### src/core/eccp_map.svh
`ifndef ECCP_MAP_SVH
`define ECCP_MAP_SVH

`define OFS_CONTROL  8'h00
`define OFS_PWMCTL   8'h04
`define OFS_CMPVAL   8'h08
`define OFS_CAPVAL   8'h0c
`define OFS_STATUS   8'h10
`define OFS_MASK     8'h14
`define OFS_CONFIG   8'h18

`define RST_CONTROL  8'h00
`define RST_PWMCTL   8'h00
`define RST_VALUE    16'h0000
`define RST_FLAGS    2'h0

`define BIT_RESTART  7
`define DLY_MSB      6
`define ST_MATCH     0
`define ST_SHUTDOWN  1

`define PRE_FOUR     2'h3
`define PRE_SIXTEEN  4'hf

`define RESP_OKAY    2'h0
`define RESP_SLVERR  2'h2

`endif

### src/core/eccp_pkg.sv
`default_nettype none

package eccp_pkg;

  typedef enum logic [3:0] {
    MODE_OFF         = 4'b0000,
    MODE_RSVD1       = 4'b0001,
    MODE_CMP_TOGGLE  = 4'b0010,
    MODE_RSVD3       = 4'b0011,
    MODE_CAP_FALL    = 4'b0100,
    MODE_CAP_RISE    = 4'b0101,
    MODE_CAP_RISE4   = 4'b0110,
    MODE_CAP_RISE16  = 4'b0111,
    MODE_CMP_SET     = 4'b1000,
    MODE_CMP_CLR     = 4'b1001,
    MODE_CMP_SWI     = 4'b1010,
    MODE_CMP_SPECIAL = 4'b1011,
    MODE_PWM_HH      = 4'b1100,
    MODE_PWM_HL      = 4'b1101,
    MODE_PWM_LH      = 4'b1110,
    MODE_PWM_LL      = 4'b1111
  } mode_t;

  typedef logic [1:0] lane_t;

endpackage

`default_nettype wire

### src/core/delay_if.sv
`include "eccp_map.svh"
`default_nettype none

interface delay_if;
  eccp_pkg::lane_t        lane_in;
  logic [`DLY_MSB:0]      count;
  eccp_pkg::lane_t        lane_out;

  modport ctrl (output lane_in, output count, input lane_out);
  modport delay (input lane_in, input count, output lane_out);
endinterface

`default_nettype wire

### src/core/eccp_mode_and_pwm_control.sv
`include "eccp_map.svh"
`default_nettype none

module eccp_mode_and_pwm_control (
  input  wire logic        CLK,
  input  wire logic        RST,
  input  wire logic [7:0]  AWADDR,
  input  wire logic        AWVALID,
  output logic             AWREADY,
  input  wire logic [31:0] WDATA,
  input  wire logic [3:0]  WSTRB,
  input  wire logic        WVALID,
  output logic             WREADY,
  output logic [1:0]       BRESP,
  output logic             BVALID,
  input  wire logic        BREADY,
  input  wire logic [7:0]  ARADDR,
  input  wire logic        ARVALID,
  output logic             ARREADY,
  output logic [31:0]      RDATA,
  output logic [1:0]       RRESP,
  output logic             RVALID,
  input  wire logic        RREADY,
  input  wire logic [15:0] TIMEBASE_VALUE,
  input  wire logic        PWM_SCHEDULED,
  input  wire logic        CAPTURE_PIN,
  input  wire logic        SHUTDOWN_PIN,
  output logic             COMPARE_OUT,
  output logic             COMPARE_OE_N,
  output logic             SPECIAL_EVENT,
  output logic             TIMEBASE_RESET,
  output logic             PWM_OUT_A,
  output logic             PWM_OUT_B,
  output logic             PWM_OUT_C,
  output logic             PWM_OUT_D,
  output logic             IRQ
);

  logic [7:0]            ctrl_q;
  logic [7:0]            pwmc_q;
  logic [15:0]           cmpv_q;
  logic [15:0]           cap_q;
  logic [1:0]            status_q;
  logic [1:0]            status_d;
  logic [1:0]            mask_q;
  logic                  cfg_q;
  logic                  aw_have_q;
  logic                  w_have_q;
  logic [7:0]            waddr_q;
  logic [31:0]           wdata_q;
  logic [3:0]            wstrb_q;
  logic                  wr_do;
  logic                  ctrl_wr;
  logic                  zero_wr;
  logic [1:0]            st_clr;
  logic [31:0]           rd_d;
  eccp_pkg::mode_t       mode;
  logic                  is_cmp;
  logic                  drives_pin;
  logic                  is_cap;
  logic                  is_pwm;
  logic                  idle;
  logic                  eq_q;
  logic                  match_ev;
  logic [2:0]            sync_q [2];
  logic [1:0]            lvl_q;
  logic [1:0]            prev_q;
  logic                  rise;
  logic                  fall;
  logic [3:0]            pre_q;
  logic                  cap_ev;
  logic                  ase_set;
  logic                  ase_auto;
  eccp_pkg::lane_t       pin_in;
  delay_if               dly ();

  function automatic logic addr_ok(input logic [7:0] a);
    return a inside {`OFS_CONTROL, `OFS_PWMCTL, `OFS_CMPVAL, `OFS_CAPVAL,
                     `OFS_STATUS, `OFS_MASK, `OFS_CONFIG};
  endfunction

  // Mode decode
  assign mode = eccp_pkg::mode_t'(ctrl_q[3:0]);

  always_comb begin
    is_cmp     = 1'b0;
    drives_pin = 1'b0;
    is_cap     = 1'b0;
    is_pwm     = 1'b0;
    idle       = 1'b0;
    unique case (mode)
      eccp_pkg::MODE_OFF, eccp_pkg::MODE_RSVD1, eccp_pkg::MODE_RSVD3: begin
        idle = 1'b1;
      end
      eccp_pkg::MODE_CMP_TOGGLE, eccp_pkg::MODE_CMP_SET, eccp_pkg::MODE_CMP_CLR: begin
        is_cmp     = 1'b1;
        drives_pin = 1'b1;
      end
      eccp_pkg::MODE_CMP_SWI, eccp_pkg::MODE_CMP_SPECIAL: begin
        is_cmp = 1'b1;
      end
      eccp_pkg::MODE_CAP_FALL, eccp_pkg::MODE_CAP_RISE,
      eccp_pkg::MODE_CAP_RISE4, eccp_pkg::MODE_CAP_RISE16: begin
        is_cap = 1'b1;
      end
      eccp_pkg::MODE_PWM_HH, eccp_pkg::MODE_PWM_HL,
      eccp_pkg::MODE_PWM_LH, eccp_pkg::MODE_PWM_LL: begin
        is_pwm = 1'b1;
      end
    endcase
  end

  // Bus write channels, address and data taken in either order
  assign wr_do   = aw_have_q & w_have_q & ~BVALID;
  assign ctrl_wr = wr_do & wstrb_q[0] & (waddr_q == `OFS_CONTROL);
  assign zero_wr = ctrl_wr & (wdata_q[7:0] == `RST_CONTROL);
  assign st_clr  = (wr_do & wstrb_q[0] & (waddr_q == `OFS_STATUS)) ? wdata_q[1:0] : 2'h0;

  always_ff @(posedge CLK) begin
    if (RST) begin
      AWREADY   <= 1'b0;
      aw_have_q <= 1'b0;
      waddr_q   <= 8'h00;
    end else if (AWVALID && AWREADY) begin
      AWREADY   <= 1'b0;
      aw_have_q <= 1'b1;
      waddr_q   <= AWADDR;
    end else if (wr_do) begin
      aw_have_q <= 1'b0;
    end else if (!aw_have_q && !BVALID) begin
      AWREADY <= 1'b1;
    end
  end

  always_ff @(posedge CLK) begin
    if (RST) begin
      WREADY   <= 1'b0;
      w_have_q <= 1'b0;
      wdata_q  <= 32'h0000_0000;
      wstrb_q  <= 4'h0;
    end else if (WVALID && WREADY) begin
      WREADY   <= 1'b0;
      w_have_q <= 1'b1;
      wdata_q  <= WDATA;
      wstrb_q  <= WSTRB;
    end else if (wr_do) begin
      w_have_q <= 1'b0;
    end else if (!w_have_q && !BVALID) begin
      WREADY <= 1'b1;
    end
  end

  always_ff @(posedge CLK) begin
    if (RST) begin
      BVALID <= 1'b0;
      BRESP  <= `RESP_OKAY;
    end else if (wr_do) begin
      BVALID <= 1'b1;
      BRESP  <= addr_ok(waddr_q) ? `RESP_OKAY : `RESP_SLVERR;
    end else if (BREADY) begin
      BVALID <= 1'b0;
    end
  end

  // Software registers; capture value is read only
  always_ff @(posedge CLK) begin
    if (RST) begin
      ctrl_q <= `RST_CONTROL;
      pwmc_q <= `RST_PWMCTL;
      cmpv_q <= `RST_VALUE;
      mask_q <= `RST_FLAGS;
      cfg_q  <= 1'b0;
    end else if (wr_do) begin
      if (wstrb_q[0]) begin
        case (waddr_q)
          `OFS_CONTROL: ctrl_q <= wdata_q[7:0];
          `OFS_PWMCTL:  pwmc_q <= wdata_q[7:0];
          `OFS_CMPVAL:  cmpv_q[7:0] <= wdata_q[7:0];
          `OFS_MASK:    mask_q <= wdata_q[1:0];
          `OFS_CONFIG:  cfg_q <= wdata_q[0];
          default:      ;
        endcase
      end
      if (wstrb_q[1] && waddr_q == `OFS_CMPVAL) begin
        cmpv_q[15:8] <= wdata_q[15:8];
      end
    end
  end

  // Bus read channel
  always_comb begin
    rd_d = 32'h0000_0000;
    case (ARADDR)
      `OFS_CONTROL: rd_d[7:0] = ctrl_q;
      `OFS_PWMCTL:  rd_d[7:0] = pwmc_q;
      `OFS_CMPVAL:  rd_d[15:0] = cmpv_q;
      `OFS_CAPVAL:  rd_d[15:0] = cap_q;
      `OFS_STATUS:  rd_d[1:0] = status_q;
      `OFS_MASK:    rd_d[1:0] = mask_q;
      `OFS_CONFIG:  rd_d[0] = cfg_q;
      default:      rd_d = 32'h0000_0000;
    endcase
  end

  always_ff @(posedge CLK) begin
    if (RST) begin
      ARREADY <= 1'b0;
      RVALID  <= 1'b0;
      RDATA   <= 32'h0000_0000;
      RRESP   <= `RESP_OKAY;
    end else if (ARVALID && ARREADY) begin
      ARREADY <= 1'b0;
      RVALID  <= 1'b1;
      RDATA   <= rd_d;
      RRESP   <= addr_ok(ARADDR) ? `RESP_OKAY : `RESP_SLVERR;
    end else if (RVALID && RREADY) begin
      RVALID <= 1'b0;
    end else if (!RVALID) begin
      ARREADY <= 1'b1;
    end
  end

  // Pin synchronisers; a level counts once second and third stages agree
  assign pin_in = {SHUTDOWN_PIN, CAPTURE_PIN};

  for (genvar g = 0; g < 2; g++) begin : g_sync
    always_ff @(posedge CLK) begin
      if (RST) begin
        sync_q[g] <= 3'h0;
        lvl_q[g]  <= 1'b0;
        prev_q[g] <= 1'b0;
      end else begin
        sync_q[g] <= {sync_q[g][1:0], pin_in[g]};
        prev_q[g] <= lvl_q[g];
        if (sync_q[g][1] == sync_q[g][2]) begin
          lvl_q[g] <= sync_q[g][2];
        end
      end
    end
  end

  assign rise = lvl_q[0] & ~prev_q[0];
  assign fall = ~lvl_q[0] & prev_q[0];

  // Compare: one event per entry into equality, so a held timebase flags once
  assign match_ev = is_cmp & (TIMEBASE_VALUE == cmpv_q) & ~eq_q;

  always_ff @(posedge CLK) begin
    if (RST) begin
      eq_q <= 1'b0;
    end else begin
      eq_q <= is_cmp & (TIMEBASE_VALUE == cmpv_q);
    end
  end

  always_ff @(posedge CLK) begin
    if (RST || idle || zero_wr) begin
      COMPARE_OUT <= 1'b0;
    end else if (match_ev) begin
      if (mode == eccp_pkg::MODE_CMP_TOGGLE) begin
        COMPARE_OUT <= ~COMPARE_OUT;
      end else if (mode == eccp_pkg::MODE_CMP_SET) begin
        COMPARE_OUT <= 1'b1;
      end else if (mode == eccp_pkg::MODE_CMP_CLR) begin
        COMPARE_OUT <= 1'b0;
      end
    end
  end

  always_ff @(posedge CLK) begin
    if (RST) begin
      COMPARE_OE_N   <= 1'b1;
      SPECIAL_EVENT  <= 1'b0;
      TIMEBASE_RESET <= 1'b0;
    end else begin
      COMPARE_OE_N   <= ~drives_pin;
      SPECIAL_EVENT  <= match_ev & (mode == eccp_pkg::MODE_CMP_SPECIAL);
      TIMEBASE_RESET <= match_ev & (mode == eccp_pkg::MODE_CMP_SPECIAL);
    end
  end

  // Capture with edge prescaler, cleared on any mode write
  assign cap_ev = is_cap & (
    (mode == eccp_pkg::MODE_CAP_FALL & fall) |
    (mode == eccp_pkg::MODE_CAP_RISE & rise) |
    (mode == eccp_pkg::MODE_CAP_RISE4 & rise & pre_q[1:0] == `PRE_FOUR) |
    (mode == eccp_pkg::MODE_CAP_RISE16 & rise & pre_q == `PRE_SIXTEEN));

  always_ff @(posedge CLK) begin
    if (RST || idle || ctrl_wr) begin
      pre_q <= 4'h0;
    end else if (is_cap && rise) begin
      pre_q <= pre_q + 4'h1;
    end
  end

  always_ff @(posedge CLK) begin
    if (RST) begin
      cap_q <= `RST_VALUE;
    end else if (cap_ev) begin
      cap_q <= TIMEBASE_VALUE;
    end
  end

  // Sticky status, hardware set wins over software clear
  assign ase_set  = is_pwm & lvl_q[1];
  assign ase_auto = pwmc_q[`BIT_RESTART] & ~lvl_q[1];

  always_comb begin
    status_d[`ST_MATCH]    = match_ev | cap_ev |
                             (status_q[`ST_MATCH] & ~st_clr[`ST_MATCH]);
    status_d[`ST_SHUTDOWN] = ase_set | (status_q[`ST_SHUTDOWN] &
                             ~(st_clr[`ST_SHUTDOWN] | ase_auto | idle));
  end

  always_ff @(posedge CLK) begin
    if (RST) begin
      status_q <= `RST_FLAGS;
      IRQ      <= 1'b0;
    end else begin
      status_q <= status_d;
      IRQ      <= |(status_q & mask_q);
    end
  end

  // PWM: lanes held idle during shutdown so the delay restarts clean
  assign dly.lane_in = (is_pwm && !status_q[`ST_SHUTDOWN]) ?
                       {~PWM_SCHEDULED, PWM_SCHEDULED} : 2'b00;
  assign dly.count   = pwmc_q[`DLY_MSB:0];

  dead_delay u_delay (
    .clk (CLK),
    .rst (RST),
    .dly (dly.delay)
  );

  always_ff @(posedge CLK) begin
    if (RST || !is_pwm) begin
      PWM_OUT_A <= 1'b0;
      PWM_OUT_B <= 1'b0;
      PWM_OUT_C <= 1'b0;
      PWM_OUT_D <= 1'b0;
    end else begin
      PWM_OUT_A <= dly.lane_out[0] ^ ctrl_q[1];
      PWM_OUT_B <= dly.lane_out[1] ^ ctrl_q[0];
      PWM_OUT_C <= cfg_q & (dly.lane_out[0] ^ ctrl_q[1]);
      PWM_OUT_D <= cfg_q & (dly.lane_out[1] ^ ctrl_q[0]);
    end
  end
endmodule // eccp_mode_and_pwm_control

`default_nettype wire

### src/core/dead_delay.sv
`include "eccp_map.svh"
`default_nettype none

module dead_delay (
  input wire logic clk,
  input wire logic rst,
  delay_if.delay   dly
);

  logic [`DLY_MSB:0] cnt_q [2];
  eccp_pkg::lane_t   out_q;

  assign dly.lane_out = out_q;

  // Falling edges pass at once, only the active edge waits
  for (genvar g = 0; g < 2; g++) begin : g_lane
    always_ff @(posedge clk) begin
      if (rst || !dly.lane_in[g]) begin
        cnt_q[g] <= 7'h00;
        out_q[g] <= 1'b0;
      end else begin
        if (cnt_q[g] < dly.count) begin
          cnt_q[g] <= cnt_q[g] + 7'h01;
        end
        // Held once active, so a new count mid-pulse cannot chop it
        out_q[g] <= out_q[g] | (cnt_q[g] >= dly.count);
      end
    end

  end
endmodule // dead_delay

`default_nettype wire

### config.mk
export PLATFORM = sky130hd
export DESIGN_NAME = eccp_mode_and_pwm_control
export DESIGN_NICKNAME = d
export VERILOG_FILES = /design/src/core/eccp_pkg.sv /design/src/core/delay_if.sv /design/src/core/eccp_mode_and_pwm_control.sv /design/src/core/dead_delay.sv
export VERILOG_INCLUDE_DIRS = /design/src /design/src/core
export SDC_FILE = /design/constraint.sdc
export NUM_CORES = 1
export LEC_CHECK = 0
export BUFFER_PORTS_ARGS = -buffer_cell sky130_fd_sc_hd__buf_4
export CAP_MARGIN = 20
export CORE_MARGIN = 4
export CORE_UTILIZATION = 55
export CTS_CLUSTER_DIAMETER = 50
export DETAILED_ROUTE_END_ITERATION = 12
export GPL_ROUTABILITY_DRIVEN = 0
export PLACE_DENSITY = 0.85
export REMOVE_ABC_BUFFERS = 1
export SYNTH_ARGS = -nofsm -noshare
export SYNTH_HDL_FRONTEND = slang
export SYNTH_SLANG_ARGS = --single-unit
### constraint.sdc
create_clock -name CLK -period 2.83 [get_ports CLK]
set_input_delay 0.1415 -clock CLK [delete_from_list [all_inputs] [get_ports CLK]]
set_output_delay 0.1415 -clock CLK [all_outputs]
set_load 0.01 [all_outputs]
==> results of run 1 <==
==> flip-flops by register name, indices dropped and copies added (netlist names), 2 cells and up <==
| signal | count |
|---|---|
| mask_q | 2 |
| waddr_q | 8 |
| u_delay.cnt_q | 14 |
| cap_q | 16 |
| pwmc_q | 8 |
| RDATA | 16 |
| wstrb_q | 2 |
| pre_q | 4 |
| status_q | 2 |
| u_delay.dly.lane_out | 2 |
| wdata_q | 16 |
| sync_q | 6 |
| lvl_q | 2 |
| ctrl_q | 8 |
| cmpv_q | 16 |
==> stage by stage <==
stage	TNS [ns]	hold WS (ns)
after floorplan	-1.26	0.211
after global placement	0	0.360
after detailed placement	0	0.360
after CTS	0	0.0000346
after global routing	0	0.0141
final	0	0.0110
==> routing by layer <==
layer | up-vias | wire length (um) | part of all wire [%] | GRT usage [%]
met1 | 2597 | 6440 | 39 | 28.9
met4 | 0 | 668 | 4.0 | 14.5
met5 | - | 0 | 0 | 0
met2 | 265 | 8410 | 50 | 43.4
li1 | 2619 | - | - | -
met3 | 55 | 1150 | 6.9 | 6.06
==> where the power goes <==
group	internal [mW]	total (mW)	leakage, nW	switching [mW]
sequential	2.06	2.10	1.21	0.0369
clock	1.54	2.38	0.310	0.834
combinational	0.145	0.303	1.80	0.158
==> logic make-up after synthesis <==
group	synth area share [%]
buf+inv	6.14
mux	8.81
xor+xnor	4.26
other cells	0.0588
simple gates	20.4
flops	46.8
fa+ha+maj	3.34
compound gates	10.2
==> layout make-up <==
type | instances | area [um2] | share of cell area [%]
multi-input combinational | 497 | 3070 | 38.1
inverter | 28 | 105 | 1.30
clock buffer | 22 | 474 | 5.88
tap | 143 | 179 | 2.22
clock inverter | 10 | 160 | 1.99
sequential | 142 | 2980 | 37.0
timing repair buffer | 134 | 1090 | 13.5
==> repair_timing <==
action	4_1_cts	5_1_grt
endpoints found under the setup margin	0	0
hold endpoints to repair	34	0
hold buffers	34	0
==> worst min-delay path by stage <==
stage                     cells past startpoint            to  slack [ns]         startpoint
after floorplan                               1        BVALID        0.21                RST
after global placement                        2  sync_q[0][0]        0.36        CAPTURE_PIN
after detailed placement                      2  sync_q[0][0]        0.36        CAPTURE_PIN
after CTS                                     3      cap_q[7]     0.00003  TIMEBASE_VALUE[7]
after global routing                          3    waddr_q[0]        0.01          AWADDR[0]
final                                         3      cap_q[7]        0.01  TIMEBASE_VALUE[7]
==> layout by cell type (no fill, tap or decap), drive strengths merged, types with 2 or more instances in the layout <==
cell and count:
conb 18, nor2b 13, bufinv 4, a21oi 66
buf 100, a21o 2, dfxtp 128, xor2 9
nand4 7, dlygate4sd3 34, nor4b 3, o21ai 19
mux2i 37, a22oi 12, clkbuf 22, nor4bb 2
ha 17, nand2 83, a311o 2, nor4 5
and2 5, or3 3, edfxtp 14, clkinv 5
nor2 86, or4 2, nand2b 7, a211oi 2
and3 5, xnor2 22, inv 28, nand3b 3
mux4 8, o31ai 2, nor3 11, nand3 34
==> worst register-to-register path, cell delays in order, from the launching register on <==
cell	delay (ns)
sky130_fd_sc_hd__edfxtp_1	0.45
sky130_fd_sc_hd__ha_1	0.33
sky130_fd_sc_hd__a21o_1	0.18
sky130_fd_sc_hd__a21oi_1	0.14
sky130_fd_sc_hd__nor2b_1	0.08
sky130_fd_sc_hd__or4b_1	0.65
sky130_fd_sc_hd__nor2_1	0.18
==> impl_metrics.prom, run 1 <==
# TYPE chip_impl_metric gauge
chip_impl_info{name="outcome",value="completed"} 1
chip_impl_info{name="rsz_0062_raised_after_global_routing",value="no"} 1
chip_impl_metric{name="core",unit="um2"} 11400
chip_impl_info{name="synth_most_common_cell",value="sky130_fd_sc_hd__dfxtp_1"} 1
chip_impl_metric{name="globalRouteOverflowTotal",unit=""} 0
chip_impl_metric{name="numPlacedInstances",unit=""} 910
chip_impl_metric{name="critical_path_depth",unit=""} 6
chip_impl_metric{name="ys_ff_latch",unit=""} 142
chip_impl_metric{name="max-slew-margin-rel",unit="%"} 37.7
chip_impl_info{name="synth-main-ff-cell",value="sky130_fd_sc_hd__dfxtp_1"} 1
chip_impl_metric{name="cts.repair.resized",unit=""} 0
chip_impl_metric{name="critPathRequiredTime",unit="ns"} 3.09
chip_impl_info{name="ys_top_cells_by_count",value="sky130_fd_sc_hd__dfxtp_1 (128), sky130_fd_sc_hd__nor2_1 (86), sky130_fd_sc_hd__nand2_1 (82)"} 1
chip_impl_metric{name="timing.final.crit_share",unit="%"} 76.3
chip_impl_metric{name="cap_viol_max_count",unit=""} 0
chip_impl_metric{name="powerDensity",unit="nW/um2"} 593
chip_impl_metric{name="antenna_diodes",unit=""} 0
chip_impl_metric{name="wire_per_inst",unit="um"} 17.1
chip_impl_metric{name="count_of_mapped_cells_out_of_synthesis",unit=""} 704
chip_impl_metric{name="cts_inserted_buffers",unit=""} 17
chip_impl_metric{name="layout-area-overhead-vs-synth",unit="%"} 26.4
chip_impl_metric{name="detailedRoute.firstPassIterationCount",unit=""} 5
chip_impl_metric{name="critical_path.max_fanout",unit=""} 7
chip_impl_metric{name="final-hold-violation-count",unit=""} 0
chip_impl_metric{name="slew_violations",unit=""} 0
chip_impl_metric{name="fmaxAchievable",unit="MHz"} 463
chip_impl_metric{name="reg2reg_depth",unit=""} 6
chip_impl_metric{name="worst_pin_slew",unit="ns"} 0.932
chip_impl_metric{name="h-tree-depth",unit=""} 4
chip_impl_metric{name="r2r_setup_slack",unit="ns"} 0.67
chip_impl_info{name="endpoint_kind",value="register"} 1
chip_impl_metric{name="route.vias.total",unit=""} 5536
chip_impl_metric{name="gr-usage-all-layers",unit="%"} 25.3
chip_impl_metric{name="die_height",unit="um"} 116
chip_impl_metric{name="initial_core_util",unit="%"} 56.1
chip_impl_metric{name="min_period",unit="ns"} 2.16
chip_impl_metric{name="final-instance-count-excl-fill",unit=""} 976
chip_impl_metric{name="syn_area_per_cell",unit="um2"} 9.05
chip_impl_info{name="hold_path_class",value="in -> reg"} 1
chip_impl_info{name="yosys-top-cells-area",value="sky130_fd_sc_hd__dfxtp_1 (40%), sky130_fd_sc_hd__edfxtp_1 (6.6%), sky130_fd_sc_hd__mux2i_1 (5.8%)"} 1
chip_impl_metric{name="worst_path_largest_cell_delay",unit="ns"} 0.65
chip_impl_metric{name="numPortBuffers",unit=""} 91
chip_impl_metric{name="post-route-worst-setup-slack",unit="ns"} 0.672
chip_impl_metric{name="synth_warnings",unit=""} 0
chip_impl_metric{name="post_drt_via_cell_ratio",unit=""} 5.67
chip_impl_metric{name="postRouteAntennaNets",unit=""} 0
chip_impl_info{name="cts-root-buf",value="sky130_fd_sc_hd__clkbuf_16"} 1
chip_impl_metric{name="clock_skew",unit="ns"} 0.00912
chip_impl_metric{name="final_design_area_no_fill",unit="um2"} 8060
chip_impl_info{name="clock_tree_from_tritoncts",value="built"} 1
chip_impl_metric{name="pin_count",unit=""} 128
chip_impl_metric{name="leakage_power_summed_over_all_cells",unit="nW"} 3.32
chip_impl_info{name="yosysTopAreaCell",value="sky130_fd_sc_hd__dfxtp_1"} 1
chip_impl_metric{name="dp_hpwl",unit="um"} 10900
chip_impl_metric{name="finalSetupViolations",unit=""} 0
chip_impl_metric{name="cts.clk_slew.worst_paths",unit="ns"} 0.06
chip_impl_info{name="crit_path_end",value="u_delay.cnt_q[1][6]"} 1
chip_impl_metric{name="remaining_drc_errors",unit=""} 0
chip_impl_metric{name="cts_buffer_depth",unit=""} 2
chip_impl_metric{name="final_nets",unit=""} 915
chip_impl_metric{name="synth.lib_cells_used.distinct",unit=""} 54
chip_impl_metric{name="power.total",unit="mW"} 4.78
chip_impl_metric{name="async_reset_ff_share",unit="%"} 0
chip_impl_metric{name="die_area",unit="um2"} 13400
chip_impl_metric{name="via_count_of_the_first_global_routing_pass",unit=""} 5665
chip_impl_info{name="family_with_the_most_delay_on_the_worst_path",value="simple AND/OR/NAND/NOR gates"} 1
chip_impl_metric{name="worst_voltage_drop_across_the_vdd_grid",unit="mV"} 0.449
chip_impl_metric{name="final_core_utilization",unit="%"} 70.9
chip_impl_metric{name="synth_sequential_area_ratio",unit="%"} 46.8
chip_impl_metric{name="cp.buffers_inverters",unit=""} 0
chip_impl_info{name="cp_slowest_cell",value="sky130_fd_sc_hd__or4b_1"} 1
chip_impl_metric{name="post-cts-setup-buffers",unit=""} 0
chip_impl_metric{name="worst-endpoint-arrival",unit="ns"} 2.42
chip_impl_metric{name="dp_worst_setup_slack",unit="ns"} 0.716
chip_impl_metric{name="dieWidth",unit="um"} 116
chip_impl_metric{name="netlist_area",unit="um2"} 6370
chip_impl_info{name="critical_r2r_launch",value="u_delay.cnt_q[1][4]"} 1
chip_impl_metric{name="worstSkewPairLatency",unit="ns"} 0.42
chip_impl_info{name="regToRegEndpoint",value="u_delay.cnt_q[1][6]"} 1
chip_impl_metric{name="synth_top_area_share",unit="%"} 40.2
chip_impl_metric{name="global_route_wire_length_before_repair",unit="um"} 26700
chip_impl_metric{name="drive_above_1_share",unit="%"} 17.6
chip_impl_metric{name="grt_start_max_net_pins",unit=""} 66
chip_impl_info{name="crit_start",value="u_delay.cnt_q[1][4]"} 1
chip_impl_metric{name="clock_sink_count",unit=""} 142
chip_impl_info{name="critical_path_class",value="reg -> reg"} 1
chip_impl_info{name="crit_path_cell_trace",value="ha_1, a21o_1, a21oi_1, nor2b_1, or4b_1, nor2_1"} 1
chip_impl_metric{name="placed_cell_area",unit="um2"} 7080
chip_impl_info{name="crit_path_start_kind",value="register"} 1
chip_impl_metric{name="synth-edff-count",unit=""} 14
chip_impl_metric{name="post_route_wl",unit="um"} 16700
chip_impl_metric{name="rows",unit=""} 39
chip_impl_metric{name="antenna_found_initial",unit=""} 0
chip_impl_metric{name="n_fill_cell",unit=""} 755
chip_impl_metric{name="drt-initial-drc-count",unit=""} 503
No activity file was read; power rests on OpenSTA's default activity.
==> run 2, diff against run 1 <==
- ABC_AREA: not set -> 1
- CORE_UTILIZATION: 55 -> 50
- PLACE_DENSITY: 0.85 -> 0.81
- clock period: 2.83 -> 1.75 ns (I/O delays scaled with it)
==> impl_metrics.prom, run 2 <==
# TYPE chip_impl_metric gauge
chip_impl_info{name="outcome",value="finished, violations left"} 1
chip_impl_info{name="violations",value="negative setup slack"} 1
chip_impl_metric{name="finalSetupViolations",unit=""} 19
chip_impl_metric{name="synth_top_area_share",unit="%"} 38.5
chip_impl_info{name="clock_tree_from_tritoncts",value="built"} 1
chip_impl_metric{name="antenna_found_initial",unit=""} 0
chip_impl_metric{name="post_drt_via_cell_ratio",unit=""} 5.28
chip_impl_metric{name="final-hold-violation-count",unit=""} 0
chip_impl_metric{name="post_route_wl",unit="um"} 18800
chip_impl_metric{name="globalRouteOverflowTotal",unit=""} 0
chip_impl_metric{name="dieWidth",unit="um"} 123
chip_impl_info{name="yosysTopAreaCell",value="sky130_fd_sc_hd__dfxtp_1"} 1
chip_impl_metric{name="drt-initial-drc-count",unit=""} 563
chip_impl_info{name="most_common_cell_after_layout_fill_and_taps_aside",value="sky130_fd_sc_hd__buf_4"} 1
chip_impl_info{name="crit_path_start_kind",value="register"} 1
chip_impl_metric{name="numPlacedInstances",unit=""} 1146
chip_impl_metric{name="wire_per_inst",unit="um"} 15.2
chip_impl_metric{name="route.vias.total",unit=""} 6510
chip_impl_metric{name="async_reset_ff_share",unit="%"} 0
chip_impl_metric{name="cts_buffer_depth",unit=""} 2
chip_impl_metric{name="p_sw",unit="mW"} 1.77
chip_impl_metric{name="seqPwrFrac",unit="%"} 43.7
chip_impl_metric{name="critPathRequiredTime",unit="ns"} 1.93
chip_impl_metric{name="comb_pwr_share",unit="%"} 8.2
chip_impl_metric{name="gr-usage-all-layers",unit="%"} 24.5
chip_impl_info{name="most-common-layout-cells",value="sky130_fd_sc_hd__buf_4 (136), sky130_fd_sc_hd__dfxtp_1 (128), sky130_fd_sc_hd__nor2_1 (123)"} 1
chip_impl_info{name="rsz_0062_raised_after_global_routing",value="yes"} 1
chip_impl_metric{name="switching_share",unit="%"} 22.6
chip_impl_metric{name="whs",unit="ns"} 0.0650
chip_impl_metric{name="pin_count",unit=""} 128
chip_impl_metric{name="h-tree-depth",unit=""} 4
chip_impl_metric{name="clock_power_share",unit="%"} 48.1
chip_impl_info{name="yosys-top-cells-area",value="sky130_fd_sc_hd__dfxtp_1 (38%), sky130_fd_sc_hd__nor2_1 (6.9%), sky130_fd_sc_hd__edfxtp_1 (6.3%)"} 1
chip_impl_metric{name="count_of_mapped_cells_out_of_synthesis",unit=""} 876
chip_impl_metric{name="initial_core_util",unit="%"} 51.9
chip_impl_metric{name="leakage_power_summed_over_all_cells",unit="nW"} 3.87
chip_impl_metric{name="global_route_wire_length_before_repair",unit="um"} 29300
chip_impl_metric{name="cts_inserted_buffers",unit=""} 17
chip_impl_metric{name="whs_path_depth",unit=""} 3
chip_impl_metric{name="finalSetupTns",unit="ns"} -0.545
chip_impl_metric{name="powerDensity",unit="nW/um2"} 871
chip_impl_metric{name="critical_path.max_fanout",unit=""} 4
chip_impl_metric{name="postRouteAntennaNets",unit=""} 0
chip_impl_metric{name="clock_sink_count",unit=""} 142
chip_impl_metric{name="slew_violations",unit=""} 0
chip_impl_info{name="endpoint_kind",value="register"} 1
chip_impl_metric{name="ys_ff_latch",unit=""} 142
chip_impl_metric{name="dp_hpwl",unit="um"} 12200
chip_impl_metric{name="min_period",unit="ns"} 1.82
chip_impl_metric{name="worst_voltage_drop_across_the_vdd_grid",unit="mV"} 0.671
chip_impl_metric{name="worst-endpoint-arrival",unit="ns"} 2.00
chip_impl_metric{name="power.internal",unit="mW"} 6.05
chip_impl_info{name="synth-main-ff-cell",value="sky130_fd_sc_hd__dfxtp_1"} 1
chip_impl_metric{name="via_count_of_the_first_global_routing_pass",unit=""} 6128
chip_impl_metric{name="rows",unit=""} 41
chip_impl_metric{name="antenna_diodes",unit=""} 0
chip_impl_info{name="cts-root-buf",value="sky130_fd_sc_hd__clkbuf_16"} 1
chip_impl_metric{name="core",unit="um2"} 12800
chip_impl_metric{name="detailedRoute.firstPassIterationCount",unit=""} 5
chip_impl_metric{name="final-instance-count-excl-fill",unit=""} 1234
chip_impl_metric{name="die_area",unit="um2"} 15200
chip_impl_metric{name="die_height",unit="um"} 123
chip_impl_metric{name="final_design_area_no_fill",unit="um2"} 8970
chip_impl_metric{name="layout-area-overhead-vs-synth",unit="%"} 34.7
chip_impl_metric{name="synth.lib_cells_used.distinct",unit=""} 43
chip_impl_metric{name="synth_sequential_area_ratio",unit="%"} 44.8
chip_impl_metric{name="grt_start_max_net_pins",unit=""} 34
chip_impl_metric{name="fmaxAchievable",unit="MHz"} 550
chip_impl_metric{name="post-route-worst-setup-slack",unit="ns"} -0.0671
chip_impl_info{name="hold_path_class",value="in -> reg"} 1
chip_impl_metric{name="cts.clk_slew.worst_paths",unit="ns"} 0.06
chip_impl_metric{name="remaining_drc_errors",unit=""} 0
chip_impl_metric{name="drive_above_1_share",unit="%"} 22.8
chip_impl_metric{name="synth_warnings",unit=""} 0
chip_impl_metric{name="final_nets",unit=""} 1145
chip_impl_info{name="critical_path_class",value="reg -> reg"} 1
chip_impl_metric{name="syn_area_per_cell",unit="um2"} 7.60
chip_impl_metric{name="reg2reg_depth",unit=""} 6
chip_impl_metric{name="placed_cell_area",unit="um2"} 7640
chip_impl_metric{name="synth-edff-count",unit=""} 14
chip_impl_info{name="ys_top_cells_by_count",value="sky130_fd_sc_hd__dfxtp_1 (128), sky130_fd_sc_hd__nor2_1 (123), sky130_fd_sc_hd__nand2_1 (111)"} 1
chip_impl_metric{name="timing.final.crit_share",unit="%"} 104
chip_impl_metric{name="clock_skew",unit="ns"} 0.00845
chip_impl_metric{name="numPortBuffers",unit=""} 91
chip_impl_info{name="synth_most_common_cell",value="sky130_fd_sc_hd__dfxtp_1"} 1
chip_impl_metric{name="n_fill_cell",unit=""} 954
chip_impl_metric{name="cap_viol_max_count",unit=""} 0
chip_impl_metric{name="netlist_area",unit="um2"} 6660
chip_impl_metric{name="worstSkewPairLatency",unit="ns"} 0.42
## run 2: logic make-up after synthesis
logic type	synth area share [%]
buffers and inverters	11.2
xor gates and xnor gates	1.71
adders and majority gates	3.19
other	0.0563
DFF	44.8
AOI/OAI and AO/OA	18.2
and+or+nand+nor	20.9
## run 2: power groups by stage
stage | sequential, mW | clock, mW | combinational [mW]
CTS | 3.41 | 3.77 | 0.623
floorplan | 3.48 | 0 | 0.270
finish | 3.41 | 3.76 | 0.641
detailed placement | 3.48 | 0 | 0.532
global route | 3.42 | 3.92 | 0.710
global placement | 3.48 | 0 | 0.525
## run 2: critical path: stages, from the launching register on
cell and delay [ns]:
sky130_fd_sc_hd__edfxtp_1 0.45, sky130_fd_sc_hd__ha_4 0.32, sky130_fd_sc_hd__nand4_1 0.17, sky130_fd_sc_hd__a21oi_2 0.16, sky130_fd_sc_hd__or2_4 0.15, sky130_fd_sc_hd__nand4_1 0.13
sky130_fd_sc_hd__buf_4 0.20
## run 2: metal layers
layer | GRT usage [%] | up-vias | part of all wire (%)
met3 | 5.26 | 62 | 7.8
met1 | 31.0 | 2957 | 42
met2 | 40.1 | 318 | 47
li1 | - | 3173 | -
met4 | 11.3 | 0 | 3.5
met5 | 0 | - | 0
## run 2: final cells by class
class,count,area (um2),area share (%)
clock inverter,9,130,1.45
clock buffer,22,485,5.41
tap,172,215,2.40
sequential,142,2980,33.2
inverter,123,462,5.14
timing repair buffer,186,1540,17.2
multi-input combinational,580,3160,35.2
## run 2: what timing repair did
item,4_1_cts,5_1_grt
pin swaps,7,11
endpoints found under the setup margin,28,31
hold endpoints to repair,50,0
hold buffers,48,0
gates resized for setup,11,17
setup buffers,3,6
## run 2: worst paths after layout
path	from	to	slack (ns)
min reg2reg	sync_q[1][0]	sync_q[1][1]	0.40
min	ARADDR[0]	RRESP[1]	0.07
max reg2reg	u_delay.cnt_q[0][6]	u_delay.cnt_q[0][4]	-0.07
max	u_delay.cnt_q[0][6]	u_delay.cnt_q[0][4]	-0.07
## run 2: per-stage QoR
stage	power [mW]	worst slack, ns	utilization, %
floorplan	3.75	-0.0326	-
global placement	4.00	-0.0920	59.6
detailed placement	4.01	-0.171	59.6
CTS	7.80	-0.0221	68.8
global route	8.05	-0.117	70.0
finish	7.81	-0.0671	70.0
